--- config.mk ---
export PLATFORM = sky130hd
export DESIGN_NAME = periodic_timer_pulse_capture
export DESIGN_NICKNAME = d
export VERILOG_FILES = /design/src/rtl/ptimer_pkg.sv /design/src/rtl/periodic_timer_pulse_capture.sv
export SDC_FILE = /design/constraint.sdc
export NUM_CORES = 1
export LEC_CHECK = 0
export ABC_AREA = 1
export BUFFER_PORTS_ARGS = -buffer_cell sky130_fd_sc_hd__buf_2
export CAP_MARGIN = 20
export CELL_PAD_IN_SITES_DETAIL_PLACEMENT = 1
export CELL_PAD_IN_SITES_GLOBAL_PLACEMENT = 1
export CORE_UTILIZATION = 39
export DETAILED_ROUTE_END_ITERATION = 10
export PLACE_DENSITY = 0.89
export SYNTH_ARGS = -nofsm -noshare
export SYNTH_HDL_FRONTEND = slang
export SYNTH_SLANG_ARGS = --single-unit
export TNS_END_PERCENT = 1
--- constraint.sdc ---
create_clock -name hclk -period 2.2 [get_ports hclk]
set_input_delay 0.44 -clock hclk [delete_from_list [all_inputs] [get_ports hclk]]
set_output_delay 0.44 -clock hclk [all_outputs]
set_load 0.02 [all_outputs]
--- src/rtl/ptimer_pkg.sv ---
// Constants, field layouts and carrier types of the periodic timer
package ptimer_pkg;

   // ----------------------------------------------------------------
   // Widths and limits
   // ----------------------------------------------------------------
   localparam int CNT_W = 10;                       // Counter and compare width
   localparam int CTRL_W = 11;                      // Control word width
   localparam logic [9:0] CNT_MAX = 10'h3FF;        // Top of the count range
   localparam logic [9:0] CNT_ZERO = 10'h000;       // Counter restart value
   localparam logic [9:0] CNT_ONE = 10'h001;        // Counter step

   // ----------------------------------------------------------------
   // Register byte offsets
   // ----------------------------------------------------------------
   localparam logic [7:0] OFS_CTRL = 8'h00;         // Timer control
   localparam logic [7:0] OFS_INSEL = 8'h04;        // Input select register
   localparam logic [7:0] OFS_CMP_CAP_A = 8'h08;    // Compare/capture A
   localparam logic [7:0] OFS_CMP_CAP_B = 8'h0C;    // Capture B
   localparam logic [7:0] OFS_PERIOD_CMP = 8'h10;   // Period compare
   localparam logic [7:0] OFS_COUNT = 8'h14;        // Live counter, read only
   localparam logic [7:0] OFS_STAT = 8'h18;         // Status, read only

   // ----------------------------------------------------------------
   // Field positions and reset values
   // ----------------------------------------------------------------
   localparam int INSEL_LSB = 6;                    // Source select low bit
   localparam int STAT_LEVEL_BIT = 0;               // Capture level flag
   localparam int STAT_OUT_BIT = 1;                 // Pulse output level
   localparam logic [1:0] INSEL_RST = 2'h0;         // Source select reset
   localparam logic [1:0] HTRANS_NONSEQ = 2'h2;     // Bus transfer code

   // ----------------------------------------------------------------
   // Encodings
   // ----------------------------------------------------------------
   typedef enum logic [1:0] {
      MODE_COMPARE = 2'b00,                         // Not handled here
      MODE_CAPTURE = 2'b01,                         // Input capture
      MODE_PWM_PULSE = 2'b10,                       // Single pulse when function 11
      MODE_COUNTER = 2'b11                          // Not handled here
   } timer_mode_e;

   localparam logic [1:0] OFN_PULSE = 2'b11;        // Function code of single pulse
   localparam logic [1:0] EDGE_NONE = 2'b11;        // Capture edge select: none
   localparam logic [1:0] TCLR_NONE = 2'b00;        // Clear trigger: period only

   // ----------------------------------------------------------------
   // Carrier types
   // ----------------------------------------------------------------
   typedef struct packed {
      logic capture_source_bit;                     // Bit 10
      logic [1:0] clear_trigger_field;              // Bits 9:8
      logic counter_run_bit;                        // Bit 7
      logic counter_clear_select;                   // Bit 6
      logic output_polarity;                        // Bit 5
      logic output_initial_state;                   // Bit 4
      logic [1:0] output_function_field;            // Bits 3:2
      timer_mode_e timer_mode_field;                // Bits 1:0
   } ctrl_s;

   localparam ctrl_s CTRL_RST = ctrl_s'(11'h000);   // Control reset value

   typedef struct packed {
      logic match_a;                                // Comparator A event
      logic match_p;                                // Comparator P event
      logic capture;                                // Capture event
   } timer_evt_s;

   typedef struct packed {
      logic [2:0] trig_sync;                        // Trigger pin synchroniser
      logic [2:0] cap_sync;                         // Capture source synchroniser
      ctrl_s ctrl;                                  // Control word
      logic [1:0] input_source_select;              // Capture pin choice
      logic [9:0] compare_capture_a;                // Compare/capture A
      logic [9:0] compare_capture_b;                // Capture B
      logic [9:0] period_compare;                   // Period compare
      logic [9:0] count;                            // Counter
      logic run_prev;                               // Run bit one cycle ago
      logic out_level;                              // Raw pulse level
      logic out_pin;                                // Level after polarity
      logic drive;                                  // Output enable
      logic capture_level_flag;                     // Level at last capture
      logic wr_pend;                                // Write data phase due
      logic [7:0] wr_addr;                          // Latched write offset
      logic [31:0] rdata;                           // Read data
      timer_evt_s evt;                              // Event pulses
   } state_s;

endpackage : ptimer_pkg

--- src/rtl/periodic_timer_pulse_capture.sv ---
// Periodic timer single-pulse and input-capture logic with AHB-Lite registers
//
// The implementer's own choices: the AHB-Lite interface to the registers and the register offsets.
`timescale 1ns/100ps

module periodic_timer_pulse_capture (
   // Clock and reset
   input wire logic hclk,
   input wire logic hresetn,
   // AHB-Lite slave
   input wire logic hsel,
   input wire logic [31:0] haddr,
   input wire logic [1:0] htrans,
   input wire logic hwrite,
   input wire logic [2:0] hsize,
   input wire logic [31:0] hwdata,
   input wire logic hready,
   output logic [31:0] hrdata,
   output logic hreadyout,
   output logic hresp,
   // Timer pins
   input wire logic external_trigger_pin,
   input wire logic [3:0] capture_input_pin,
   output logic timer_out,
   output logic timer_out_en,
   // Timer events towards the interrupt controller
   output ptimer_pkg::timer_evt_s timer_evt
);

   // ----------------------------------------------------------------
   // State and decoded conditions
   // ----------------------------------------------------------------
   ptimer_pkg::state_s s_reg;                       // All state
   ptimer_pkg::state_s s_next;                      // Next state
   logic bus_take;                                  // Address phase accepted
   logic cap_pin;                                   // Selected capture source
   logic sp_mode;                                   // Single pulse active
   logic cap_mode;                                  // Capture active
   logic run;                                       // Registered run bit
   logic run_rise;                                  // Run bit just rose
   logic trig_rise;                                 // Trigger pin rising edge
   logic cap_rise;                                  // Capture source rising
   logic cap_fall;                                  // Capture source falling
   logic cap_hit;                                   // Selected capture edge
   logic clr_hit;                                   // Selected clear edge
   logic [9:0] p_limit;                             // Period match value
   logic p_match;                                   // Comparator P match
   logic a_match;                                   // Comparator A match

   // Edge selection shared by capture and clear decoding
   function automatic logic edge_hit(input logic use_r, input logic use_f,
                                     input logic r, input logic f);
      edge_hit = (use_r & r) | (use_f & f);
   endfunction : edge_hit

   // Register read map, unmapped offsets read zero
   function automatic logic [31:0] read_word(input ptimer_pkg::state_s s,
                                             input logic [7:0] a);
      read_word = 32'h0000_0000;
      case (a)
         ptimer_pkg::OFS_CTRL: read_word = 32'(s.ctrl);
         ptimer_pkg::OFS_INSEL: read_word[ptimer_pkg::INSEL_LSB +: 2] = s.input_source_select;
         ptimer_pkg::OFS_CMP_CAP_A: read_word = 32'(s.compare_capture_a);
         ptimer_pkg::OFS_CMP_CAP_B: read_word = 32'(s.compare_capture_b);
         ptimer_pkg::OFS_PERIOD_CMP: read_word = 32'(s.period_compare);
         ptimer_pkg::OFS_COUNT: read_word = 32'(s.count);
         ptimer_pkg::OFS_STAT: begin
            read_word[ptimer_pkg::STAT_LEVEL_BIT] = s.capture_level_flag;
            read_word[ptimer_pkg::STAT_OUT_BIT] = s.out_level;
         end
         default: read_word = 32'h0000_0000;
      endcase
   endfunction : read_word

   // ----------------------------------------------------------------
   // Decoding
   // ----------------------------------------------------------------
   // Transfer taken on any active transfer type; size is word only
   assign bus_take = hsel & hready & htrans[1];
   // Source mux ahead of the synchroniser, pins read in any direction
   assign cap_pin = s_reg.ctrl.capture_source_bit ? external_trigger_pin :
                    capture_input_pin[s_reg.input_source_select];
   assign sp_mode = (s_reg.ctrl.timer_mode_field == ptimer_pkg::MODE_PWM_PULSE) &&
                    (s_reg.ctrl.output_function_field == ptimer_pkg::OFN_PULSE);
   assign cap_mode = (s_reg.ctrl.timer_mode_field == ptimer_pkg::MODE_CAPTURE);
   assign run = s_reg.ctrl.counter_run_bit;
   assign run_rise = run & ~s_reg.run_prev;
   // Edges from second and third stages only
   assign trig_rise = s_reg.trig_sync[1] & ~s_reg.trig_sync[2];
   assign cap_rise = s_reg.cap_sync[1] & ~s_reg.cap_sync[2];
   assign cap_fall = ~s_reg.cap_sync[1] & s_reg.cap_sync[2];
   // Function field: 00 rise, 01 fall, 10 both, 11 none
   assign cap_hit = edge_hit(~s_reg.ctrl.output_function_field[0],
                             ^s_reg.ctrl.output_function_field,
                             cap_rise, cap_fall);
   // Clear field: 01 rise, 10 fall, 11 both, 00 none
   assign clr_hit = edge_hit(s_reg.ctrl.clear_trigger_field[0],
                             s_reg.ctrl.clear_trigger_field[1],
                             cap_rise, cap_fall);
   // Zero period lets the counter use its full range
   assign p_limit = (s_reg.period_compare == ptimer_pkg::CNT_ZERO) ? ptimer_pkg::CNT_MAX :
                    s_reg.period_compare;
   assign p_match = (s_reg.count == p_limit);
   assign a_match = (s_reg.count == s_reg.compare_capture_a);

   // ----------------------------------------------------------------
   // Next state
   // ----------------------------------------------------------------
   // Bus first, timer hardware afterwards so hardware wins a clash
   always_comb begin
      s_next = s_reg;
      s_next.evt = '0;
      // Two stage synchronisers plus an edge stage
      s_next.trig_sync = {s_reg.trig_sync[1:0], external_trigger_pin};
      s_next.cap_sync = {s_reg.cap_sync[1:0], cap_pin};
      // Write data phase commits the latched offset
      if (s_reg.wr_pend) begin
         case (s_reg.wr_addr)
            ptimer_pkg::OFS_CTRL: s_next.ctrl = ptimer_pkg::ctrl_s'(hwdata[ptimer_pkg::CTRL_W-1:0]);
            ptimer_pkg::OFS_INSEL: s_next.input_source_select = hwdata[ptimer_pkg::INSEL_LSB +: 2];
            // Low byte in bits 7:0, high byte bits in 9:8
            ptimer_pkg::OFS_CMP_CAP_A: begin
               s_next.compare_capture_a = hwdata[ptimer_pkg::CNT_W-1:0];
            end
            ptimer_pkg::OFS_CMP_CAP_B: begin
               s_next.compare_capture_b = hwdata[ptimer_pkg::CNT_W-1:0];
            end
            ptimer_pkg::OFS_PERIOD_CMP: begin
               s_next.period_compare = hwdata[ptimer_pkg::CNT_W-1:0];
            end
            default: s_next.wr_pend = 1'b0;
         endcase
      end
      // Address phase: latch writes, fetch reads
      s_next.wr_pend = bus_take & hwrite;
      if (bus_take) begin
         s_next.wr_addr = haddr[7:0];
      end
      if (bus_take & ~hwrite) begin
         s_next.rdata = read_word(s_reg, haddr[7:0]);
      end
      s_next.run_prev = run;
      // Timer counter
      if (run_rise) begin
         // Every start restarts the count from zero
         s_next.count = ptimer_pkg::CNT_ZERO;
      end else if (run && sp_mode) begin
         if (a_match) begin
            // Compare A ends the pulse and stops the count
            s_next.ctrl.counter_run_bit = 1'b0;
            s_next.evt.match_a = 1'b1;
         end else begin
            s_next.count = s_reg.count + ptimer_pkg::CNT_ONE;
         end
      end else if (run && cap_mode) begin
         // Store on the chosen edge; clear field 00 uses A only
         if (cap_hit) begin
            if ((s_reg.ctrl.clear_trigger_field == ptimer_pkg::TCLR_NONE) || cap_rise) begin
               s_next.compare_capture_a = s_reg.count;
            end else begin
               s_next.compare_capture_b = s_reg.count;
            end
            s_next.capture_level_flag = s_reg.cap_sync[1];
            s_next.evt.capture = 1'b1;
         end
         // Free run, cleared by period match or chosen edge
         if (p_match || clr_hit) begin
            s_next.count = ptimer_pkg::CNT_ZERO;
         end else begin
            s_next.count = s_reg.count + ptimer_pkg::CNT_ONE;
         end
         s_next.evt.match_p = p_match;
      end
      // Trigger pin edge sets the run bit, set beats any clear
      if (sp_mode && trig_rise) begin
         s_next.ctrl.counter_run_bit = 1'b1;
      end
      // Pulse edges: initial level at start, inverse once stopped
      if (sp_mode) begin
         if (run_rise) begin
            s_next.out_level = s_reg.ctrl.output_initial_state;
         end else if (!s_next.ctrl.counter_run_bit) begin
            s_next.out_level = ~s_reg.ctrl.output_initial_state;
         end
      end
      // Pin level and enable follow the next mode, none in capture
      s_next.out_pin = s_next.out_level ^ s_next.ctrl.output_polarity;
      s_next.drive = (s_next.ctrl.timer_mode_field == ptimer_pkg::MODE_PWM_PULSE) &&
                     (s_next.ctrl.output_function_field == ptimer_pkg::OFN_PULSE);
   end

   // ----------------------------------------------------------------
   // State register
   // ----------------------------------------------------------------
   // Constants only under reset
   always_ff @(posedge hclk or negedge hresetn) begin
      if (!hresetn) begin
         s_reg <= '0;
         s_reg.ctrl <= ptimer_pkg::CTRL_RST;
         s_reg.input_source_select <= ptimer_pkg::INSEL_RST;
      end else begin
         s_reg <= s_next;
      end
   end

   // ----------------------------------------------------------------
   // Outputs
   // ----------------------------------------------------------------
   assign hrdata = s_reg.rdata;
   assign hreadyout = 1'b1;                         // Zero wait states
   assign hresp = 1'b0;                             // Always OKAY
   assign timer_out = s_reg.out_pin;
   assign timer_out_en = s_reg.drive;
   assign timer_evt = s_reg.evt;
endmodule : periodic_timer_pulse_capture

Yosys cells after proc, flatten, opt, wreduce, memory -nomap -nowiden
Cells that the tools add are included.
{ "word_totals": {"reg_bits": 108, "output_inout_bits": 39, "elab_cells": 126, "input_bits": 79} }
{ "classes": {"add_sub_neg": 1, "n_reduce_logical": 18, "magnitude_cmp": 1, "n_mux": 38, "eq_ne": 18, "n_bitwise": 24} }
{ "op_table": {"columns": ["op", "count"], "rows": [
  ["2-to-1 mux 10 bit", 11],
  ["2-to-1 mux 20 bit", 4],
  ["2-to-1 mux 40 bit", 1],
  ["== test 8 x 4 -> 1 bit, second input constant", 4],
  ["== test 8 x 5 -> 1 bit, second input constant", 4],
  ["case mux 2 bit (6 select lines)", 2],
  ["== test 10 bit", 2],
  ["case mux 4 bit (5 select lines)", 1],
  ["== test 8 x 3 -> 1 bit, second input constant", 2],
  ["zero test 8 bit", 2],
  ["case mux 3 bit (5 select lines)", 1],
  ["bitwise AND 1 bit", 12],
  ["2-to-1 mux 1 bit", 12],
  ["adder 10 x 1 -> 10 bit, second input constant", 1],
  ["zero test 10 bit", 1],
  ["inverter 1 bit", 9],
  ["== test 2 bit, second input constant", 4],
  ["2-to-1 mux 8 bit", 1],
  ["AND reduction 2 bit", 4],
  ["2-to-1 mux 2 bit", 3],
  ["logical AND 1 bit", 5],
  ["AND reduction 4 bit", 1],
  ["less-than comparator 2 x 3 -> 1 bit, second input constant", 1],
  ["2-to-1 mux 3 bit", 1],
  ["other kinds (9)", 11]
]} }

Logic depth before layout (Yosys ltp)
Gate-level depths: netlist of the first run.
{ "depth": {"depth_word": 11, "depth_mapped": 15} }

Least setup slack after synthesis of the first run
OpenSTA, ideal clock, no wires.
{ "synth_path": {"kind": "register -> register", "startpoint": "register s_reg[63] (netlist bit)", "endpoint": "register s_reg[49] (netlist bit)", "slack_ps": 613, "setup_ps": 118, "stages_incl_launch_ff": 16, "required_time_ps": 2082, "synth_period_minus_slack_ps": 1587, "t_arrival_ps": 1470, "cell_sequence": "dfrtp_1 > nor2_2 > inv_1 > nor2_2 > nand2_2 > buf_6 > nand2_1 > nand2_1 > nand2_1 > nand2_1 > nor2_2 > nand3_2 > nand2_2 > nand2_4 > nand3_1 > nand2_1"} }
{ "synth_between": {"elab_chain_cells": 8} }
{ "synth_rtl": {"columns": ["item", "line_no", "source"], "rows": [
  ["start: declaration", "periodic_timer_pulse_capture.sv:33", "ptimer_pkg::state_s s_reg;"],
  ["start signal: assignment", "periodic_timer_pulse_capture.sv:202", "s_reg <= s_next;"],
  ["zero test 10 bit", "periodic_timer_pulse_capture.sv:101", "assign p_limit = (s_reg.period_compare == ptimer_pkg::CNT_ZERO) ? ptimer_pkg::CNT_MAX :"],
  ["2-to-1 mux 10 bit *", "periodic_timer_pulse_capture.sv:101", null],
  ["== test 10 bit *", "periodic_timer_pulse_capture.sv:103", "assign p_match = (s_reg.count == p_limit);"],
  ["logical OR 1 bit *", "periodic_timer_pulse_capture.sv:167", "if (p_match || clr_hit) begin"],
  ["2-to-1 mux 10 bit *", "periodic_timer_pulse_capture.sv:167", null],
  ["2-to-1 mux 10 bit *", "periodic_timer_pulse_capture.sv:155", "end else if (run && cap_mode) begin"],
  ["2-to-1 mux 10 bit *", "periodic_timer_pulse_capture.sv:147", "end else if (run && sp_mode) begin"],
  ["2-to-1 mux 10 bit *", "periodic_timer_pulse_capture.sv:144", "if (run_rise) begin"]
]} }
Every way passes the cells marked *; elsewhere a longest branch is shown, timed or not. The select of a mux whose other input is x is not followed.
A chain may end at the register's enable or synchronous reset.

Final worst setup path of the first run
{ "layout_path": {"startpoint": "register s_reg[65] (netlist bit)", "endpoint": "register s_reg[55] (netlist bit)"} }
Same word-level chain as after synthesis.

==> results of run 1 <==
logic make-up (layout without fill, tap and decap cells):
kind of cell / Yosys count / in the layout / share of synthesized area (%)
fa+ha+maj: 2 / 2 / 0.516
flops: 87 / 87 / 44.9
buf+inv: 121 / 147 / 12.6
mux: 1 / 1 / 0.232
xor+xnor: 13 / 13 / 2.35
compound gates: 125 / 125 / 14.6
other cells: 2 / 23 / 0.155
simple gates: 278 / 278 / 24.7
power breakdown:
group | internal [mW] | switching, mW | total (mW)
Clock | 1.02 | 0.664 | 1.69
Combinational | 0.378 | 0.695 | 1.07
Sequential | 1.85 | 0.266 | 2.12
Total | 3.25 | 1.62 | 4.88
Yosys cell counts (2+ instances only):
master / count
a211oi_1: 4
a21oi_1: 14
a221oi_1: 4
a22oi_1: 3
a31oi_1: 2
a41oi_1: 2
buf_2: 6
buf_4: 37
clkbuf_1: 10
clkinv_1: 2
conb_1: 2
dfrtp_1: 87
ha_1: 2
inv_1: 56
inv_2: 8
nand2_1: 163
nand2_2: 9
nand3_1: 36
nand4_1: 4
nor2_1: 42
nor2_2: 11
nor3_1: 4
nor3_2: 2
o21a_1: 2
o21ai_0: 68
o21ai_1: 14
o21ai_2: 2
o22ai_1: 5
or2_2: 2
xor2_1: 12
path summary, 6_finish.rpt:
check | endpoint | cells past startpoint
min in group hclk | s_next[106] | 1
min | timer_evt[1] | 1
max in group asynchronous | s_reg[36] | 2
max reg2reg | s_reg[55] | 14
min reg2reg | s_next[107] | 0
max | s_reg[55] | 14
routing by layer:
metal / global-route usage [%] / vias up / wire length [microns]
li1: - / 2054 / -
met1: 31.6 / 2198 / 6570
met2: 43.0 / 165 / 7550
met3: 3.83 / 28 / 897
met4: 10.8 / 0 / 370
met5: 0 / - / 0
layout make-up:
cell class	instances	area (sq um)	share of cell area, %
inverter	66	248	4.51
clock buffer	10	239	4.35
timing repair buffer	66	398	7.24
sequential	87	2180	39.6
multi-input combinational	442	2150	39.0
clock inverter	5	81.3	1.48
tap	168	210	3.82
==> flow_summary_export.csv, run 1 <==
group,metric,value,unit
status,status,"finished, final reports clean",
layout,fill_cells,1538,
sta,slew_headroom,52.5,%
yosys,synth_area_leader_cell,"dfrtp_1",
floorplanning,rows,40,
clocking,cts_setup_buffers,0,
layout,area_growth,13.3,%
yosys,ys.warnings.count,0,
global_routing,grt_pass1_wl,24400,microns
global_routing,grt_pass1_vias,4589,
detailed_routing,wl,15400,microns
layout,fin_util,45.6,%
layout,final_area,5500,sq um
yosys,postSynthCellCount,629,
setup_path,worst-path-buf-inv,0,
clocking,root_buffer,"clkbuf_16",
placement,dp_hpwl,11400,microns
detailed_routing,vias_per_cell,5.27,
sta,min_period,2030,ps
clocking,cts_tree,"done",
sta,setup-tns-final,0,ps
clocking,clkLatencyLatePin,350,ps
clocking,htreeDepth,3,
sta,fin_crit_sh,92.4,%
setup_path,cp.required,2440,ps
clocking,cts-buffers-inserted,9,
sta,slew_viol_final,0,
setup_path,arrival,2270,ps
placement,routabilityCongestion,0.989,
clocking,path_clk_slew,60,ps
setup_path,critPathMaxStageDelay,460,ps
sta,grt_setup_unrepaired,"no",
floorplanning,io_pins,118,
placement,place_area,5150,sq um
layout,nets,753,
setup_path,critical_path.cell_chain,"nor2_2 > nand2_1 > nor2_2 > nand2_2 > nand2_1 > nand2_1 > nand2_1 > nand2_1 > nor2_2 > nand3_2 > nand2_2 > nand2_4 > nand3_1 > nand2_1",
layout,largest_register_ff_count,66,
sta,worst_slew_pin_slew,710,ps
power_and_ir_drop,total_power,4.88,mW
yosys,synth_area_leaders,"dfrtp_1, nand2_1, o21ai_0, buf_4, inv_1",
global_routing,grt_use_total,25.1,%
sta,fmax,492,MHz
layout,fin_cells,844,
global_routing,grt_max_degree,47,
global_routing,grt_overflow,0,
yosys,ys_seq_area_share,44.9,%
power_and_ir_drop,powerDensity,887,nW/um^2
setup_path,cp_max_fo,12,
yosys,ys_async_sr_fraction,100,%
floorplanning,core_area,12100,sq um
yosys,syn_avg_cell_area,7.72,sq um
min_path,min_path_type,"in -> async",
setup_path,cp_common_cell,"nand2_1",
setup_path,criticalPathCategory,"reg -> reg",
layout,final_cell_mix,"nand2_1, dfrtp_1, o21ai_0",
placement,port_buffers,45,
yosys,synth-edff-count,0,
detailed_routing,via_count,4445,
placement,dp_cells,825,
floorplanning,start_util,40.2,%
sta,fin_ws,166,ps
yosys,synth_top_flop_cell,"dfrtp_1",
yosys,netlist_area,4850,sq um
detailed_routing,drc,0,
placement,pre_cts_ws,166,ps
sta,final.setup_skew,7.53,ps
floorplanning,dieArea,12900,sq um
clocking,holdBufCountCts,0,
yosys,ys_types,44,
setup_path,path_delay_family,"simple AND/OR/NAND/NOR gates",
clocking,ctsResizeCount,0,
floorplanning,die_h,114,microns
layout,antenna_cells,0,
clocking,cts_max_path_buffers,2,
power_and_ir_drop,power_leakage,2.94,nW
detailed_routing,post_drt_wl_per_cell,18.2,microns
global_routing,grt_antenna_before_repair,0,
setup_path,start_kind,"register",
detailed_routing,drt-pass1-iter-count,5,
yosys,ys_seq_elements,87,
floorplanning,die_w,114,microns
setup_path,cp_slowest_cell,"dfrtp_1",
yosys,synth_top_cell_area_share,44.9,%
layout,drive_gt1_share,17.9,%
sta,hold_ws,112,ps
flow_run,cap_violations,0,
power_and_ir_drop,peakVddDrop,384,uV
sta,finalHoldViolCount,0,
setup_path,regToRegStartpoint,"s_reg[65]",
setup_path,cp-startpoint,"s_reg[65]",
setup_path,cp-end-kind,"register",
setup_path,r2r_slack,170,ps
detailed_routing,drt-initial-drc-count,324,
layout,layout_commonest_cell,"nand2_1",
clocking,clock_sinks,87,
detailed_routing,antenna_left,0,
sta,finalSetupViolCount,0,
Note: power is estimated with default switching activity, not from simulation.
==> run 2: changes to the inputs <==
--- a/config.mk
+++ b/config.mk
@@ -6,13 +6,14 @@
 export NUM_CORES = 1
 export LEC_CHECK = 0
 export ABC_AREA = 1
-export BUFFER_PORTS_ARGS = -buffer_cell sky130_fd_sc_hd__buf_2
 export CAP_MARGIN = 20
 export CELL_PAD_IN_SITES_DETAIL_PLACEMENT = 1
 export CELL_PAD_IN_SITES_GLOBAL_PLACEMENT = 1
-export CORE_UTILIZATION = 39
+export CORE_MARGIN = 2
+export CORE_UTILIZATION = 45
 export DETAILED_ROUTE_END_ITERATION = 10
-export PLACE_DENSITY = 0.89
+export DONT_BUFFER_PORTS = 1
+export PLACE_DENSITY = 0.86
 export SYNTH_ARGS = -nofsm -noshare
 export SYNTH_HDL_FRONTEND = slang
 export SYNTH_SLANG_ARGS = --single-unit
==> run 2 against run 1 <==
The run now ends with hold timing left. Clock power fell by 30%. Count of clock-buffer cells in the layout up 1. Setup slack worse by 13 ps. Sequential share of layout area rose by 3.4 points. Clock skew is 2.7 ps higher. Non-clock buffer count down 51. Routed wire length shrank 5.1%. Via count is 4.5% lower. Design area down 7.9%. Flip-flop and latch count unchanged. Critical endpoint is now s_reg[56]. Largest power group unchanged.
==> flow_summary_export.csv, run 2 (synthesis results as in run 1) <==
group,metric,value,unit
status,status,"complete, but fails checks",
status,violations,"hold timing",
sta,min_period,2050,ps
clocking,clock_sinks,87,
sta,grt_setup_unrepaired,"no",
sta,slew_headroom,55.2,%
detailed_routing,post_drt_wl_per_cell,19.2,microns
placement,port_buffers,0,
layout,antenna_cells,0,
setup_path,cp.required,2510,ps
floorplanning,rows,37,
power_and_ir_drop,p_clk_share,28.1,%
layout,largest_register_ff_count,66,
floorplanning,start_util,46.6,%
clocking,cts_tree,"done",
clocking,root_buffer,"clkbuf_8",
sta,hold_ws,-248,ps
global_routing,grt_pass1_wl,23700,microns
setup_path,r2r_slack,150,ps
detailed_routing,drc,0,
power_and_ir_drop,pwr-share-comb,20.7,%
setup_path,criticalPathCategory,"reg -> reg",
setup_path,start_kind,"register",
global_routing,grt_pass1_vias,4460,
power_and_ir_drop,p_switching,1.51,mW
sta,finalHoldViolCount,87,
floorplanning,die_w,108,microns
clocking,cts-buffers-inserted,9,
power_and_ir_drop,powerDensity,835,nW/um^2
setup_path,cp-end-kind,"register",
detailed_routing,drt-initial-drc-count,342,
layout,final_cell_mix,"nand2_1, dfrtp_1, o21ai_0",
flow_run,cap_violations,0,
sta,setup-tns-final,0,ps
layout,layout_commonest_cell,"nand2_1",
placement,routabilityCongestion,0.961,
clocking,clkLatencyLatePin,370,ps
power_and_ir_drop,total_power,4.23,mW
detailed_routing,wl,14600,microns
layout,fin_cells,762,
floorplanning,dieArea,11600,sq um
global_routing,grt_antenna_before_repair,0,
min_path,min_path_type,"in -> async",
setup_path,endpoint,"s_reg[56]",
layout,area_growth,4.33,%
clocking,cts_max_path_buffers,2,
sta,slew_viol_final,0,
detailed_routing,vias_per_cell,5.57,
global_routing,grt_use_total,27.0,%
layout,nets,702,
placement,place_area,4850,sq um
power_and_ir_drop,peakVddDrop,340,uV
setup_path,r2r_cells,12,
sta,worst_slew_pin_slew,670,ps
setup_path,cp_common_cell,"nand2_1",
detailed_routing,drt-pass1-iter-count,5,
sta,fin_crit_sh,93.0,%
global_routing,grt_overflow,0,
layout,drive_gt1_share,11.2,%
sta,final.setup_skew,10.3,ps
setup_path,arrival,2350,ps
clocking,path_clk_slew,90,ps
detailed_routing,antenna_left,0,
power_and_ir_drop,swShare,35.7,%
setup_path,cp-startpoint,"s_reg[94]",
sta,finalSetupViolCount,0,
setup_path,regToRegStartpoint,"s_reg[94]",
detailed_routing,via_count,4247,
clocking,cts_setup_buffers,0,
power_and_ir_drop,p_seq_share,51.2,%
power_and_ir_drop,internal-power,2.72,mW
floorplanning,die_h,108,microns
layout,final_area,5060,sq um
placement,dp_cells,746,
layout,fin_util,48.6,%
setup_path,cp_slowest_cell,"dfrtp_1",
setup_path,critPathMaxStageDelay,440,ps
global_routing,grt_max_degree,88,
sta,fmax,489,MHz
floorplanning,io_pins,118,
clocking,htreeDepth,3,
setup_path,cp_max_fo,10,
power_and_ir_drop,power_leakage,2.67,nW
floorplanning,core_area,10400,sq um
setup_path,reg2reg_to,"s_reg[56]",
setup_path,critical_path.cell_chain,"ha_1 > nand2_1 > nor2_2 > nand2_1 > nor2_1 > nand2_2 > o21ai_2 > a21oi_4 > nand2_1 > nor2_1 > nand2_1 > nand2_1",
placement,dp_hpwl,10900,microns
==> run 2: per-stage QoR <==
step                worst slack (ps)  hold slack, ps
finish                           153            -248
global route                    20.5            -269
CTS                              170            -255
detailed placement               234             146
global placement                 285             146
floorplan                        613             144
==> run 2: how the worst min path moves through the flow <==
stage,endpoint,slack [ps],cells past startpoint
final,timer_out,-250,0
after global routing,s_next[104],-270,0
after CTS,s_reg[41],-260,0
after detailed placement,timer_out,150,0
after global placement,s_reg[47],150,0
after floorplan,hrdata[0],140,0
==> run 2: repair_timing <==
| item | in CTS | in global routing |
|---|---|---|
| resized for setup | 0 | 1 |
| endpoints found under the setup margin | 0 | 1 |
| hold endpoints to repair | 87 | 87 |
==> run 2: cell type report <==
cell class / instances / area, sq um
clock inverters: 5 / 63.8
clock buffers: 11 / 141
flip-flops and latches: 87 / 2180
fillers: 1324 / 5350
inverters: 66 / 248
well taps: 136 / 170
repair buffers: 15 / 113
multi-input cells: 442 / 2150
==> run 2: routing by layer <==
layer | part of all wire [%] | global-route usage [%] | wire length, microns | up-vias
met5 | 0 | 0 | 0 | -
met4 | 1.6 | 8.70 | 240 | 0
met3 | 5.9 | 4.12 | 855 | 16
met2 | 49 | 44.5 | 7100 | 162
met1 | 44 | 36.4 | 6400 | 2118
li1 | - | - | - | 1951
==> run 2: power groups by stage <==
stage | Clock [mW] | Sequential, mW | Combinational [mW]
global placement | 0 | 2.17 | 0.797
global route | 1.28 | 2.20 | 0.996
floorplan | 0 | 2.04 | 0.794
detailed placement | 0 | 2.19 | 0.856
CTS | 1.22 | 2.16 | 0.869
finish | 1.19 | 2.16 | 0.876
==> run 2: critical path, delay by kind of cell (launching register included) <==
kind	cells	cell delay [ps]
fa+ha+maj	1	210
simple gates	9	900
flops	1	440
compound gates	2	410
